===== src/rtl/bopd_pkg.sv =====
// Purpose: shared constants and types for the byte-op instruction decoder
// Assumes: 16-bit instruction words, 8-bit data path
// Notes: opcode prefixes are the upper bits of the instruction word
package bopd_pkg;

	// ==========================================================
	// field positions
	localparam int BOPD_DEST_BIT = 9;
	localparam int BOPD_ACCESS_BIT = 8;
	localparam int BOPD_BITSEL_LSB = 9;
	localparam int BOPD_FADDR_W = 8;
	localparam int BOPD_FULL_ADDR_W = 12;
	localparam int BOPD_TARGET_W = 20;
	localparam int BOPD_LONG_OFS_W = 11;
	localparam int BOPD_SHORT_OFS_W = 8;
	localparam int BOPD_FAST_BIT = 8;
	localparam logic [3:0] BOPD_SECOND_WORD_TAG = 4'hf;

	// ==========================================================
	// reset values
	localparam logic [7:0] BOPD_ACCESS_BANK = 8'h00;
	localparam logic [3:0] BOPD_RESET_BANK = 4'h0;

	// ==========================================================
	// six-bit prefixes (bits 15..10) of d/a byte operations
	localparam logic [5:0] OP_ADD_WF = 6'h09;
	localparam logic [5:0] OP_ADD_WF_C = 6'h08;
	localparam logic [5:0] OP_AND_WF = 6'h05;
	localparam logic [5:0] OP_OR_WF = 6'h04;
	localparam logic [5:0] OP_XOR_WF = 6'h06;
	localparam logic [5:0] OP_COMP_F = 6'h07;
	localparam logic [5:0] OP_DEC_F = 6'h01;
	localparam logic [5:0] OP_INC_F = 6'h0a;
	localparam logic [5:0] OP_DEC_SZ = 6'h0b;
	localparam logic [5:0] OP_INC_SZ = 6'h0f;
	localparam logic [5:0] OP_DEC_SNZ = 6'h13;
	localparam logic [5:0] OP_INC_SNZ = 6'h12;
	localparam logic [5:0] OP_RL_C = 6'h0d;
	localparam logic [5:0] OP_RR_C = 6'h0c;
	localparam logic [5:0] OP_RL_N = 6'h11;
	localparam logic [5:0] OP_RR_N = 6'h10;
	localparam logic [5:0] OP_SWAP = 6'h0e;
	localparam logic [5:0] OP_SUB_WF = 6'h17;
	localparam logic [5:0] OP_SUB_WF_B = 6'h16;
	localparam logic [5:0] OP_SUB_FW_B = 6'h15;
	localparam logic [5:0] OP_MOVE_F = 6'h14;

	// seven-bit prefixes (bits 15..9) of a-only byte operations
	localparam logic [6:0] OP_CLR_F = 7'h35;
	localparam logic [6:0] OP_SET_F = 7'h34;
	localparam logic [6:0] OP_STORE_W = 7'h37;
	localparam logic [6:0] OP_NEG_F = 7'h36;
	localparam logic [6:0] OP_CMP_EQ = 7'h31;
	localparam logic [6:0] OP_CMP_GT = 7'h32;
	localparam logic [6:0] OP_CMP_LT = 7'h30;
	localparam logic [6:0] OP_TST_SZ = 7'h33;
	localparam logic [6:0] OP_MUL_WF = 7'h01;

	// four-bit prefixes, plus the five-bit branch, seven-bit call and eight-bit goto prefixes
	localparam logic [3:0] OP_MOVE_FF = 4'hc;
	localparam logic [3:0] OP_BIT_TOG = 4'h7;
	localparam logic [3:0] OP_BIT_SET = 4'h8;
	localparam logic [3:0] OP_BIT_CLR = 4'h9;
	localparam logic [3:0] OP_BIT_TSS = 4'ha;
	localparam logic [3:0] OP_BIT_TSC = 4'hb;
	localparam logic [4:0] OP_REL_BRANCH = 5'h1a;
	localparam logic [3:0] OP_COND_BRANCH = 4'he;
	localparam logic [7:0] OP_GOTO = 8'hef;
	localparam logic [6:0] OP_CALL = 7'h76;

	// flag update mask bit order: {n, ov, z, dc, c}
	localparam logic [4:0] FLAGS_ALL = 5'h1f;
	localparam logic [4:0] FLAGS_ZN = 5'h14;
	localparam logic [4:0] FLAGS_CZN = 5'h15;
	localparam logic [4:0] FLAGS_Z = 5'h04;
	localparam logic [4:0] FLAGS_NONE = 5'h00;

	typedef enum logic [4:0] {
		ALU_NOP, ALU_ADD, ALU_ADDC, ALU_AND, ALU_OR, ALU_XOR, ALU_COMP,
		ALU_CLR, ALU_SET, ALU_PASS_W, ALU_NEG, ALU_DEC, ALU_INC,
		ALU_RLC, ALU_RRC, ALU_RLN, ALU_RRN, ALU_SWAP, ALU_SUB, ALU_SUBB,
		ALU_RSUBB, ALU_MOVE, ALU_MUL, ALU_CMP, ALU_BIT
	} bopd_alu_e;

	typedef enum logic [2:0] {
		SKIP_NONE, SKIP_EQ, SKIP_GT, SKIP_LT, SKIP_ZERO, SKIP_NONZERO
	} bopd_skip_e;

endpackage


===== src/rtl/bopd_field_split.sv =====
// Purpose: pull the operand fields out of one instruction word
// Assumes: word already registered in the core clock domain
// Notes: pure combinational; no state
`timescale 1ns/1ps
`default_nettype none
module bopd_field_split
	import bopd_pkg::*;
(
	input wire logic [15:0] word,
	output logic dest_file,
	output logic use_bank,
	output logic [7:0] file_addr,
	output logic [2:0] bit_pos,
	output logic [7:0] literal,
	output logic [11:0] long_addr,
	output logic [10:0] long_ofs,
	output logic [7:0] short_ofs,
	output logic fast,
	output logic second_word
);
	assign dest_file = word[BOPD_DEST_BIT];
	assign use_bank = word[BOPD_ACCESS_BIT];
	assign file_addr = word[BOPD_FADDR_W-1:0];
	assign bit_pos = word[BOPD_BITSEL_LSB+2:BOPD_BITSEL_LSB];
	assign literal = word[7:0];
	assign long_addr = word[BOPD_FULL_ADDR_W-1:0];
	assign long_ofs = word[BOPD_LONG_OFS_W-1:0];
	assign short_ofs = word[BOPD_SHORT_OFS_W-1:0];
	assign fast = word[BOPD_FAST_BIT];
	assign second_word = (word[15:12] == BOPD_SECOND_WORD_TAG);
endmodule
`default_nettype wire


===== src/rtl/bopd_skip_eval.sv =====
// Purpose: decide whether a skip-type instruction skips
// Assumes: operands are unsigned bytes from the datapath
// Notes: compares are unsigned, as the core does
`timescale 1ns/1ps
`default_nettype none
module bopd_skip_eval
	import bopd_pkg::*;
(
	input wire bopd_skip_e kind,
	input wire logic [7:0] file_val,
	input wire logic [7:0] working_register_val,
	input wire logic [7:0] result_val,
	output logic take
);
	always_comb begin
		case (kind)
			SKIP_EQ: take = (file_val == working_register_val);
			SKIP_GT: take = (file_val > working_register_val);
			SKIP_LT: take = (file_val < working_register_val);
			SKIP_ZERO: take = (result_val == 8'h00);
			SKIP_NONZERO: take = (result_val != 8'h00);
			default: take = 1'b0;
		endcase
	end
endmodule
`default_nettype wire


===== src/rtl/bopd_decoder.sv =====
// Purpose: decode 16-bit instruction words into datapath controls
// Assumes: one word per clock on fetch_word when fetch_valid is high
// Notes: controls reach the datapath one cycle after a word is taken; pins lag two cycles
// Operation
// - destination bit 0 writes working register, 1 writes the file register
// - access bit 0 uses fixed access bank, 1 uses bank select register
// - low 8 bits are the file address in byte and bit formats
// - file-to-file move is two words, 12-bit source then 1111 plus destination
// - bit operations select the bit with a 3-bit field above access bit
// - literal operand is the low 8 bits
// - jumps and calls build 20-bit target from low byte and second word
// - call first word carries the fast bit
// - long branch offset is 11 bits, conditional branch offset 8 bits
// - add and add-with-carry decode and update all five flags
// - and, or, xor, complement update only zero and negative
// - compare-skips and test-skip decode and leave flags alone
// - decrement/increment update flags; their skip forms do not
// - carry rotates update c,z,n; plain rotates z,n; swap none
// - three subtract forms update all five flags
// - file move updates z,n; multiply alters no flag
// - skip takes one cycle, two when taken, extra cycle a no-operation
// - stray second word executes as no-operation
// - read-modify-write on a port register reads the pins
// - writing timer zero clears its prescaler when assigned; a file-to-file move into it raises no prescaler_clear
// - fast bit 0 skips shadow transfer, 1 performs it
`timescale 1ns/1ps
`default_nettype none
module bopd_decoder
	import bopd_pkg::*;
(
	input wire logic clock,
	input wire logic reset,
	input wire logic fetch_valid,
	input wire logic [15:0] fetch_word,
	input wire logic [3:0] bank_select_register,
	input wire logic [7:0] file_value,
	input wire logic [7:0] working_register,
	input wire logic [7:0] alu_result,
	input wire logic [7:0] pin_value,
	input wire logic port_is_io,
	input wire logic timer_zero_hit,
	input wire logic prescaler_on_timer,
	output logic [11:0] file_addr_out,
	output logic bit_pos_out,
	output logic [2:0] bit_sel,
	output logic [7:0] literal_out,
	output logic [7:0] operand_out,
	output bopd_alu_e alu_op,
	output logic [4:0] flag_update,
	output logic write_working_register,
	output logic write_file,
	output logic [11:0] move_src,
	output logic [11:0] move_dst,
	output logic move_write,
	output logic [19:0] jump_target,
	output logic jump_load,
	output logic call_push,
	output logic shadow_xfer,
	output logic [10:0] long_ofs_out,
	output logic [7:0] short_ofs_out,
	output logic skip_next,
	output logic prescaler_clear,
	output logic busy
);
	// ==========================================================
	// field extraction and state
	typedef enum logic [1:0] {BOPD_EXEC, BOPD_WAIT_MOVE, BOPD_WAIT_JUMP} bopd_state_e;

	bopd_state_e state_r;
	logic dest_file;
	logic use_bank;
	logic [7:0] faddr;
	logic [2:0] bpos;
	logic [7:0] lit;
	logic [11:0] laddr;
	logic [10:0] lofs;
	logic [7:0] sofs;
	logic fast;
	logic second_word;
	logic [11:0] move_src_r;
	logic [7:0] target_lo_r;
	logic is_call_r;
	logic fast_r;
	logic take_skip;
	bopd_skip_e skip_kind_r;
	logic skip_pending_r;

	bopd_field_split u_split (
		.word(fetch_word),
		.dest_file(dest_file),
		.use_bank(use_bank),
		.file_addr(faddr),
		.bit_pos(bpos),
		.literal(lit),
		.long_addr(laddr),
		.long_ofs(lofs),
		.short_ofs(sofs),
		.fast(fast),
		.second_word(second_word)
	);

	bopd_skip_eval u_skip (
		.kind(skip_kind_r),
		.file_val(file_value),
		.working_register_val(working_register),
		.result_val(alu_result),
		.take(take_skip)
	);

	function automatic logic [11:0] bank_addr(input logic ub, input logic [3:0] bank,
			input logic [7:0] a);
		bank_addr = ub ? {bank, a} : {BOPD_RESET_BANK, a};
	endfunction

	// ==========================================================
	// combinational decode of the word in execute state
	bopd_alu_e op_nxt;
	logic [4:0] flags_nxt;
	logic wr_w_nxt;
	logic wr_f_nxt;
	logic [11:0] addr_nxt;
	bopd_skip_e skip_nxt;
	logic lit_nxt;

	always_comb begin
		op_nxt = ALU_NOP;
		flags_nxt = FLAGS_NONE;
		wr_w_nxt = 1'b0;
		wr_f_nxt = 1'b0;
		skip_nxt = SKIP_NONE;
		lit_nxt = 1'b0;
		addr_nxt = bank_addr(use_bank, bank_select_register, faddr);
		case (fetch_word[15:10])
			OP_ADD_WF: begin op_nxt = ALU_ADD; flags_nxt = FLAGS_ALL; end
			OP_ADD_WF_C: begin op_nxt = ALU_ADDC; flags_nxt = FLAGS_ALL; end
			OP_AND_WF: begin op_nxt = ALU_AND; flags_nxt = FLAGS_ZN; end
			OP_OR_WF: begin op_nxt = ALU_OR; flags_nxt = FLAGS_ZN; end
			OP_XOR_WF: begin op_nxt = ALU_XOR; flags_nxt = FLAGS_ZN; end
			OP_COMP_F: begin op_nxt = ALU_COMP; flags_nxt = FLAGS_ZN; end
			OP_DEC_F: begin op_nxt = ALU_DEC; flags_nxt = FLAGS_ALL; end
			OP_INC_F: begin op_nxt = ALU_INC; flags_nxt = FLAGS_ALL; end
			OP_DEC_SZ: begin op_nxt = ALU_DEC; skip_nxt = SKIP_ZERO; end
			OP_INC_SZ: begin op_nxt = ALU_INC; skip_nxt = SKIP_ZERO; end
			OP_DEC_SNZ: begin op_nxt = ALU_DEC; skip_nxt = SKIP_NONZERO; end
			OP_INC_SNZ: begin op_nxt = ALU_INC; skip_nxt = SKIP_NONZERO; end
			OP_RL_C: begin op_nxt = ALU_RLC; flags_nxt = FLAGS_CZN; end
			OP_RR_C: begin op_nxt = ALU_RRC; flags_nxt = FLAGS_CZN; end
			OP_RL_N: begin op_nxt = ALU_RLN; flags_nxt = FLAGS_ZN; end
			OP_RR_N: begin op_nxt = ALU_RRN; flags_nxt = FLAGS_ZN; end
			OP_SWAP: op_nxt = ALU_SWAP;
			OP_SUB_WF: begin op_nxt = ALU_SUB; flags_nxt = FLAGS_ALL; end
			OP_SUB_WF_B: begin op_nxt = ALU_SUBB; flags_nxt = FLAGS_ALL; end
			OP_SUB_FW_B: begin op_nxt = ALU_RSUBB; flags_nxt = FLAGS_ALL; end
			OP_MOVE_F: begin op_nxt = ALU_MOVE; flags_nxt = FLAGS_ZN; end
			default: op_nxt = ALU_NOP;
		endcase
		if (op_nxt != ALU_NOP) begin
			wr_w_nxt = ~dest_file;
			wr_f_nxt = dest_file;
		end
		case (fetch_word[15:9])
			OP_CLR_F: begin op_nxt = ALU_CLR; flags_nxt = FLAGS_Z; wr_f_nxt = 1'b1; end
			OP_SET_F: begin op_nxt = ALU_SET; wr_f_nxt = 1'b1; end
			OP_STORE_W: begin op_nxt = ALU_PASS_W; wr_f_nxt = 1'b1; end
			OP_NEG_F: begin op_nxt = ALU_NEG; flags_nxt = FLAGS_ALL; wr_f_nxt = 1'b1; end
			OP_CMP_EQ: begin op_nxt = ALU_CMP; skip_nxt = SKIP_EQ; end
			OP_CMP_GT: begin op_nxt = ALU_CMP; skip_nxt = SKIP_GT; end
			OP_CMP_LT: begin op_nxt = ALU_CMP; skip_nxt = SKIP_LT; end
			OP_TST_SZ: begin op_nxt = ALU_MOVE; skip_nxt = SKIP_ZERO; end
			OP_MUL_WF: op_nxt = ALU_MUL;
			default: lit_nxt = 1'b0;
		endcase
		// bit-oriented group: write enable and skip decoded here, the bit work lies in the datapath
		if (fetch_word[15:12] >= OP_BIT_TOG && fetch_word[15:12] <= OP_BIT_TSC) begin
			op_nxt = ALU_BIT;
			wr_f_nxt = (fetch_word[15:12] <= OP_BIT_CLR);
			if (fetch_word[15:12] == OP_BIT_TSS || fetch_word[15:12] == OP_BIT_TSC) begin
				skip_nxt = SKIP_NONZERO;
			end
		end
		if (fetch_word[15:12] == 4'h0 && fetch_word[11:8] != 4'h0 && op_nxt == ALU_NOP) begin
			lit_nxt = 1'b1;
		end
	end

	// ==========================================================
	// sequencing of two-word and skip instructions
	always_ff @(posedge clock) begin
		if (reset) begin
			state_r <= BOPD_EXEC;
		end else if (fetch_valid) begin
			case (state_r)
				BOPD_EXEC: begin
					if (skip_pending_r && take_skip) begin
						// the squashed word is the no-operation cycle; the next word runs
						state_r <= BOPD_EXEC;
					end else if (fetch_word[15:12] == OP_MOVE_FF) begin
						state_r <= BOPD_WAIT_MOVE;
					end else if (fetch_word[15:8] == OP_GOTO || fetch_word[15:9] == OP_CALL) begin
						state_r <= BOPD_WAIT_JUMP;
					end
				end
				BOPD_WAIT_MOVE: state_r <= BOPD_EXEC;
				BOPD_WAIT_JUMP: state_r <= BOPD_EXEC;
				default: state_r <= BOPD_EXEC;
			endcase
		end
	end

	always_ff @(posedge clock) begin
		if (reset) begin
			move_src_r <= 12'h000;
			target_lo_r <= 8'h00;
			is_call_r <= 1'b0;
			fast_r <= 1'b0;
		end else if (fetch_valid && state_r == BOPD_EXEC) begin
			move_src_r <= laddr;
			target_lo_r <= lit;
			is_call_r <= (fetch_word[15:9] == OP_CALL);
			fast_r <= fast;
		end
	end

	// skip decision is made one cycle after the skip instruction issues
	always_ff @(posedge clock) begin
		if (reset) begin
			skip_pending_r <= 1'b0;
			skip_kind_r <= SKIP_NONE;
		end else if (fetch_valid) begin
			skip_pending_r <= (state_r == BOPD_EXEC) && (skip_nxt != SKIP_NONE)
				&& !(skip_pending_r && take_skip);
			skip_kind_r <= skip_nxt;
		end
	end

	// ==========================================================
	// registered controls to the datapath
	logic exec_now;
	assign exec_now = fetch_valid && state_r == BOPD_EXEC && !(skip_pending_r && take_skip);

	// pin levels come from outside the clock domain, so two flops before use;
	// a port read-modify-write therefore sees the pins as they stood two cycles back
	logic [7:0] pin_meta_r;
	logic [7:0] pin_sync_r;

	always_ff @(posedge clock) begin
		if (reset) begin
			pin_meta_r <= 8'h00;
			pin_sync_r <= 8'h00;
		end else begin
			pin_meta_r <= pin_value;
			pin_sync_r <= pin_meta_r;
		end
	end

	always_ff @(posedge clock) begin
		if (reset) begin
			alu_op <= ALU_NOP;
			flag_update <= FLAGS_NONE;
			write_working_register <= 1'b0;
			write_file <= 1'b0;
			file_addr_out <= 12'h000;
			bit_sel <= 3'h0;
			literal_out <= 8'h00;
			operand_out <= 8'h00;
			long_ofs_out <= 11'h000;
			short_ofs_out <= 8'h00;
			prescaler_clear <= 1'b0;
			bit_pos_out <= 1'b0;
		end else if (exec_now && !second_word) begin
			alu_op <= op_nxt;
			flag_update <= flags_nxt;
			write_working_register <= wr_w_nxt;
			write_file <= wr_f_nxt;
			file_addr_out <= addr_nxt;
			bit_sel <= bpos;
			bit_pos_out <= (op_nxt == ALU_BIT);
			literal_out <= lit_nxt ? lit : 8'h00;
			// pins stand in for the output latch on port read-modify-write
			operand_out <= port_is_io ? pin_sync_r : file_value;
			long_ofs_out <= lofs;
			short_ofs_out <= sofs;
			prescaler_clear <= wr_f_nxt && timer_zero_hit && prescaler_on_timer;
		end else begin
			// lone second word, squashed word and waits all issue a no-operation
			alu_op <= ALU_NOP;
			flag_update <= FLAGS_NONE;
			write_working_register <= 1'b0;
			write_file <= 1'b0;
			prescaler_clear <= 1'b0;
			bit_pos_out <= 1'b0;
		end
	end

	always_ff @(posedge clock) begin
		if (reset) begin
			move_src <= 12'h000;
			move_dst <= 12'h000;
			move_write <= 1'b0;
			jump_target <= 20'h00000;
			jump_load <= 1'b0;
			call_push <= 1'b0;
			shadow_xfer <= 1'b0;
		end else begin
			move_write <= fetch_valid && state_r == BOPD_WAIT_MOVE && second_word;
			jump_load <= fetch_valid && state_r == BOPD_WAIT_JUMP && second_word;
			call_push <= fetch_valid && state_r == BOPD_WAIT_JUMP && second_word && is_call_r;
			shadow_xfer <= fetch_valid && state_r == BOPD_WAIT_JUMP && second_word
				&& is_call_r && fast_r;
			if (fetch_valid && state_r == BOPD_WAIT_MOVE) begin
				move_src <= move_src_r;
				move_dst <= laddr;
			end
			if (fetch_valid && state_r == BOPD_WAIT_JUMP) begin
				jump_target <= {laddr, target_lo_r};
			end
		end
	end

	assign skip_next = skip_pending_r && take_skip;
	assign busy = (state_r != BOPD_EXEC);
endmodule
`default_nettype wire


===== config.mk =====
export PLATFORM = sky130hd
export DESIGN_NAME = bopd_decoder
export DESIGN_NICKNAME = d
export VERILOG_FILES = /design/src/rtl/bopd_pkg.sv /design/src/rtl/bopd_field_split.sv /design/src/rtl/bopd_skip_eval.sv /design/src/rtl/bopd_decoder.sv
export SDC_FILE = /design/constraint.sdc
export NUM_CORES = 1
export LEC_CHECK = 0
export ABC_AREA = 1
export BUFFER_PORTS_ARGS = -buffer_cell sky130_fd_sc_hd__buf_2
export CAP_MARGIN = 15
export CORE_AREA = 2 2 108 110
export CTS_CLUSTER_SIZE = 16
export DETAILED_ROUTE_END_ITERATION = 12
export DIE_AREA = 0 0 110 112
export PLACE_DENSITY = 0.87
export REMOVE_ABC_BUFFERS = 1
export SLEW_MARGIN = 25
export SYNTH_ARGS = -nofsm -noshare
export SYNTH_HDL_FRONTEND = slang
export SYNTH_SLANG_ARGS = --single-unit

===== constraint.sdc =====
create_clock -name clock -period 3.2 [get_ports clock]
set_clock_uncertainty 0.1 [all_clocks]
set_input_delay 0.96 -clock clock [delete_from_list [all_inputs] [get_ports clock]]
set_output_delay 0.96 -clock clock [all_outputs]
set_load 0.01 [all_outputs]

==> impl_metrics.py, run 1 <==
metrics = {
    "min_path": {
        "hold_path.class": "flip-flop to flip-flop",
    },
    "timing": {
        "slew_headroom_pct": 61.3,
        "drv_slew": 0,
        "fmax_mhz": 314,
        "fin_setup_tns_ns": 0,
        "post-route-period-util_pct": 99.5,
        "rsz0062_at_grt": "yes",
        "worstMarginPinSlew_ns": 0.578,
        "min_period_ns": 3.18,
        "setup_viol": 0,
        "whs_ns": 0.299,
        "hold_violations": 0,
    },
    "drt": {
        "num_vias": 5382,
        "wl_mm": 15.5,
        "wl_per_cell_um": 15.1,
        "antenna_left": 0,
        "drt_iter0_drc": 282,
        "first_pass_iters": 5,
        "drc_errors": 0,
        "vias_per_cell": 5.23,
    },
    "cts": {
        "htree_num_levels": 4,
        "cts_sinks": 128,
        "cts.clk_slew.worst_paths_ns": 0.06,
        "clock_latency_ns": 0.41,
        "cts_root_buf": "clkbuf_16",
        "cts_buffers": 17,
        "postCtsHoldBufs": 0,
        "cts_tree": "yes",
        "cts_setup_buffers": 0,
        "cts_buffer_depth": 2,
    },
    "pwr": {
        "pwr-share-comb_pct": 10.5,
        "powerDensity_nw_per_um2": 557,
        "p_switching_mw": 1.00,
        "p_clk_share_pct": 47.9,
        "p_leak_nw": 3.53,
        "sw_frac_of_total_pct": 24.9,
        "p_int_mw": 3.02,
        "p_seq_share_pct": 41.6,
        "ir_drop_mv": 0.317,
    },
    "setup_path": {
        "crit_required_ns": 2.14,
        "start_kind": "input port",
        "path_max_fanout": 2,
        "cp.arrival_ns": 2.12,
        "worstSetupPathType": "input port to output port",
        "end_kind": "output port",
    },
    "floorplanning": {
        "die_y_um": 112,
        "die-area_um2": 12300,
        "rows": 39,
        "fp.coreArea_um2": 11200,
        "fp.dieW_um": 110,
        "pin_count": 172,
        "initial_core_util_pct": 49.7,
    },
    "final_layout": {
        "drive_above_1_share_pct": 33.4,
        "final_cell_mix": "162 x buf_2, 128 x dfxtp_1, 99 x nor2_1, 87 x nand2_1, 79 x a21oi_1",
        "final_common_cell": "buf_2",
        "fin_nets": 939,
        "n_antenna_cell": 0,
        "area_delta_synth_final_pct": 30.0,
    },
    "placement": {
        "routabilityCongestion": 1.03,
        "hpwl_mm": 10.4,
        "io_buffers": 171,
    },
    "run_status": {
        "outcome": "completed",
    },
    "synthesis": {
        "syn_area_um2": 5560,
        "ys_seq_elements": 128,
        "ys_seq_area_share_pct": 46.1,
        "synth_cell_types": 41,
        "yosysWarningCount": 0,
        "syn_inst": 729,
        "syn-mean-instance-area_um2": 7.63,
    },
    "grt": {
        "grt_pass1_vias": 5063,
        "antenna_found_initial": 0,
        "grt_start_max_net_pins": 65,
        "track_usage_pct": 25.4,
        "overflow": 0,
        "grt_pass1_wl_mm": 24.5,
    },
    "job": {
        "cap_violations": 0,
    },
}
[metrics by stage]
stage	cell area (um2)	power (mW)	cells	setup slack [ns]	utilization (%)
5_1_grt	7220	4.18	1029	-0.0825	64.7
3_5_place_dp	6390	2.08	997	-0.222	57.2
6_report	7220	4.03	1029	0.0154	64.7
4_1_cts	7170	4.03	1029	-0.00100	64.2
2_1_floorplan	5240	1.90	670	-0.334	-
3_3_place_gp	6390	2.07	997	-0.172	57.2
[cells in the mapped netlist, drive strengths merged]
master   count  area share (%)
o21a         1            0.14
ha           8             1.8
a31oi        2            0.34
nor3        14             2.0
mux2         7             1.4
clkinv       2            0.14
nor4         3            0.45
clkbuf      24             1.6
nor2       114             8.6
inv         73             4.9
nand2       97             6.8
nor2b        1            0.11
o22ai        1            0.11
a2111oi      1            0.16
nand3b       1            0.36
o2111ai      1            0.16
o31a         1            0.16
dfxtp      128              46
a21oi       83             7.5
o221ai       1            0.16
nand3       41             3.9
a211oi       1            0.14
nand4       19             2.4
a21boi       1            0.14
buf         35             4.2
o21ai       67             6.0
o211ai       2            0.27
[worst paths after layout]
| check | start | to | slack, ns | cells after the start |
|---|---|---|---|---|
| max | working_register[3] | skip_next | 0.02 | 14 |
| min | pin_meta_r[4] | pin_sync_r[4] | 0.30 | 2 |
| max reg2reg | skip_kind_r[1] | operand_out[3] | 1.16 | 13 |
| min reg2reg | pin_meta_r[4] | pin_sync_r[4] | 0.30 | 2 |
[metal layers]
metal / part of all wire, % / vias to the layer above / routed length (um) / global-route usage (%)
met3: 6.4 / 25 / 993 / 5.91
met2: 49 / 212 / 7550 / 40.5
met1: 44 / 2481 / 6760 / 33.8
met4: 1.5 / 0 / 239 / 8.19
met5: 0 / - / 0 / 0
li1: - / 2664 / - / -
[worst max-delay path, stage by stage]
cell and delay [ns]:
buf_6 0.10, inv_4 0.05, ha_4 0.21, nand2_4 0.09, inv_2 0.03, nand2_1 0.05, nand2_1 0.06, nand2_1 0.09
nand2_1 0.05, nand2_1 0.06, nand3_2 0.11, nand2_2 0.10, inv_2 0.05, buf_6 0.11
[power by group through the flow]
stage               registers [mW]  clock network (mW)  logic [mW]
detailed placement            1.71                   0       0.372
floorplan                     1.72                   0       0.181
global placement              1.71                   0       0.365
global route                  1.68                2.04       0.465
finish                        1.67                1.93       0.423
CTS                           1.67                1.95       0.405
[area by class of cell]
| cell class | instances | area, um2 |
|---|---|---|
| Multi-Input combinational cell | 467 | 2570 |
| Sequential cell | 128 | 2560 |
| Fill cell | 963 | 3950 |
| Clock buffer | 21 | 470 |
| Inverter | 75 | 287 |
| Tap cell | 143 | 179 |
| Clock inverter | 11 | 130 |
| Timing Repair Buffer | 184 | 1020 |
[logic make-up after synthesis]
logic type               Yosys count  share of synthesized area (%)
AND/OR/NAND/NOR                  290                           24.5
AO/OA/AOI/OAI                    162                           15.3
buffers and inverters            134                           10.8
flip-flops                       128                           46.1
adder cells (fa/ha/maj)            8                           1.80
multiplexers                       7                           1.42
[flip-flops by register name, summed over array words and instances, names as in the netlist, 4 cells and up]
register	cells
alu_op	5
file_addr_out	12
flag_update	4
jump_target	20
literal_out	8
move_dst	12
move_src	12
move_src_r	12
operand_out	8
pin_meta_r	8
pin_sync_r	8
[timing repair]
action	4_1_cts	5_1_grt
resized for setup	32	17
pin swaps	14	15
setup endpoints to repair	1	1
Note: power is estimated with default switching activity, not from simulation.
==> run 2, diff against run 1 <==
--- a/config.mk
+++ b/config.mk
@@ -12,7 +12,7 @@
 export CTS_CLUSTER_SIZE = 16
 export DETAILED_ROUTE_END_ITERATION = 12
 export DIE_AREA = 0 0 110 112
-export PLACE_DENSITY = 0.87
+export PLACE_DENSITY = 0.83
 export REMOVE_ABC_BUFFERS = 1
 export SLEW_MARGIN = 25
 export SYNTH_ARGS = -nofsm -noshare
==> run 2 against run 1 <==
Against the previous run:
- total power is 3.3% lower
- sequential cell count stayed put
- routed wire length decreased by 1.6%
- register-to-register slack improved by 0.05 ns
- clock-buffer cell count fell by 2
- critical path depth is 1 lower
- global-route usage down 0.12 points
- core utilization shrank 0.77 points
- critical path type unchanged
==> impl_metrics.py, run 2 (synthesis results as in run 1) <==
metrics = {
    "cts": {
        "cts_sinks": 128,
        "cts_buffers": 17,
        "cts_buffer_depth": 2,
        "cts_root_buf": "clkbuf_16",
        "cts_tree": "yes",
        "cts.clk_slew.worst_paths_ns": 0.06,
        "clock_latency_ns": 0.40,
        "htree_num_levels": 4,
    },
    "setup_path": {
        "cp.arrival_ns": 2.11,
        "cp_slowest_cell": "ha_1",
        "ff2ff_path_depth": 13,
        "cp.depth": 13,
        "end_kind": "output port",
        "cpMostUsedCell": "nand2_1",
        "start_kind": "input port",
        "path_buf_inv": 4,
        "crit_chain": "buf_2 > inv_1 > ha_1 > nand2_1 > nor2_2 > nand2_2 > nand2_1 > nor2_1 > nand2_1 > nand3_2 > nand2_2 > inv_2 > buf_6",
        "worstSetupPathType": "input port to output port",
        "critPathTopFamily": "simple AND/OR/NAND/NOR gates",
        "path_max_fanout": 2,
        "max_stage_delay_ns": 0.27,
        "crit_required_ns": 2.14,
    },
    "grt": {
        "antenna_found_initial": 0,
        "grt_pass1_wl_mm": 24.5,
        "overflow": 0,
        "track_usage_pct": 25.3,
        "grt_start_max_net_pins": 50,
        "grt_pass1_vias": 5177,
    },
    "floorplanning": {
        "die-area_um2": 12300,
        "die_y_um": 112,
        "fp.coreArea_um2": 11200,
        "pin_count": 172,
        "initial_core_util_pct": 49.7,
        "rows": 39,
        "fp.dieW_um": 110,
    },
    "drt": {
        "first_pass_iters": 6,
        "wl_per_cell_um": 14.8,
        "vias_per_cell": 5.19,
        "drc_errors": 0,
        "antenna_left": 0,
        "wl_mm": 15.3,
        "num_vias": 5361,
        "drt_iter0_drc": 295,
    },
    "placement": {
        "place_area_um2": 6420,
        "place_inst": 1001,
        "routabilityCongestion": 0.965,
        "hpwl_mm": 10.4,
        "io_buffers": 171,
    },
    "final_layout": {
        "n_antenna_cell": 0,
        "num-fill-cells": 998,
        "finish.instance_area_um2": 7140,
        "largest_reg_flops": 20,
        "drive_above_1_share_pct": 33.0,
        "fin_nets": 944,
        "final_cell_mix": "167 x buf_2, 128 x dfxtp_1, 99 x nor2_1, 88 x nand2_1, 82 x a21oi_1",
        "largest_register": "jump_target",
        "layout.cells.non_filler": 1033,
        "final_util_pct": 63.9,
        "final_common_cell": "buf_2",
        "area_delta_synth_final_pct": 28.4,
    },
    "timing": {
        "fin_setup_tns_ns": 0,
        "slew_headroom_pct": 56.5,
        "post-route-period-util_pct": 99.1,
        "min_period_ns": 3.17,
        "setup_viol": 0,
        "hold_violations": 0,
        "worstMarginPinSlew_ns": 0.649,
        "fmax_mhz": 315,
        "rsz0062_at_grt": "yes",
        "drv_slew": 0,
    },
    "pwr": {
        "p_leak_nw": 3.52,
        "powerDensity_nw_per_um2": 546,
        "power.total_mw": 3.90,
        "ir_drop_mv": 0.299,
    },
    "min_path": {
        "hold_path.class": "flip-flop to flip-flop",
        "whs_path_depth": 2,
    },
    "run_status": {
        "outcome": "completed",
    },
    "job": {
        "cap_violations": 0,
    },
}
[run 2: cell types whose count changed in the layout (fill, tap and decap cells not counted), sizes merged]
cell	change
clkbuf	-2
bufinv	-1
buf	+5
clkinvlp	-1
clkinv	+3
[run 2: final timing paths]
check                                    start             end  slack (ns)
worst min register to register   pin_meta_r[6]   pin_sync_r[6]        0.30
worst min-delay path             pin_meta_r[6]   pin_sync_r[6]        0.30
worst max register to register  skip_kind_r[1]  operand_out[0]        1.21
worst max-delay path             file_value[0]       skip_next        0.03
[run 2: metrics by stage]
step	setup slack [ns]	hold slack, ns
global placement	-0.203	0.290
finish	0.0279	0.299
global route	-0.0730	0.327
CTS	-0.0116	0.299
detailed placement	-0.234	0.292
floorplan	-0.334	0.288
[run 2: cell type report]
type | instances | area, um2 | area share [%]
Clock buffer | 19 | 453 | 6.35
Clock inverter | 12 | 111 | 1.56
Inverter | 75 | 284 | 3.98
Multi-Input combinational cell | 467 | 2520 | 35.3
Sequential cell | 128 | 2560 | 35.9
Tap cell | 143 | 179 | 2.51
Timing Repair Buffer | 189 | 1030 | 14.4
[run 2: timing repair]
item,in CTS,in global routing
pin swaps,14,3
hold buffers,0,0
resized for setup,24,6
setup buffers,0,1
endpoints found under the setup margin,1,1
[run 2: worst register-to-register path, delay by kind of cell (launching register included)]
| family | cells | cell delay [ns] |
|---|---|---|
| buffers and inverters | 3 | 0.50 |
| and+or+nand+nor | 8 | 0.76 |
| AOI/OAI and AO/OA | 2 | 0.12 |
| DFF | 1 | 0.37 |
[run 2: metal layers]
metal  global-route usage [%]  vias to the layer above  routed length [um]
met3                     4.92                       23                1130
met1                     32.4                     2434                6540
li1                         -                     2670                   -
met2                     41.1                      234                7330
met5                        0                        -                   0
met4                     11.0                        0                 292
[run 2: where the power goes]
part	switching (mW)	total (mW)	leakage, nW	internal (mW)
Combinational	0.249	0.403	2.21	0.154
Sequential	0.0284	1.67	1.04	1.65
Clock	0.710	1.82	0.272	1.11
Total	0.988	3.90	3.52	2.91
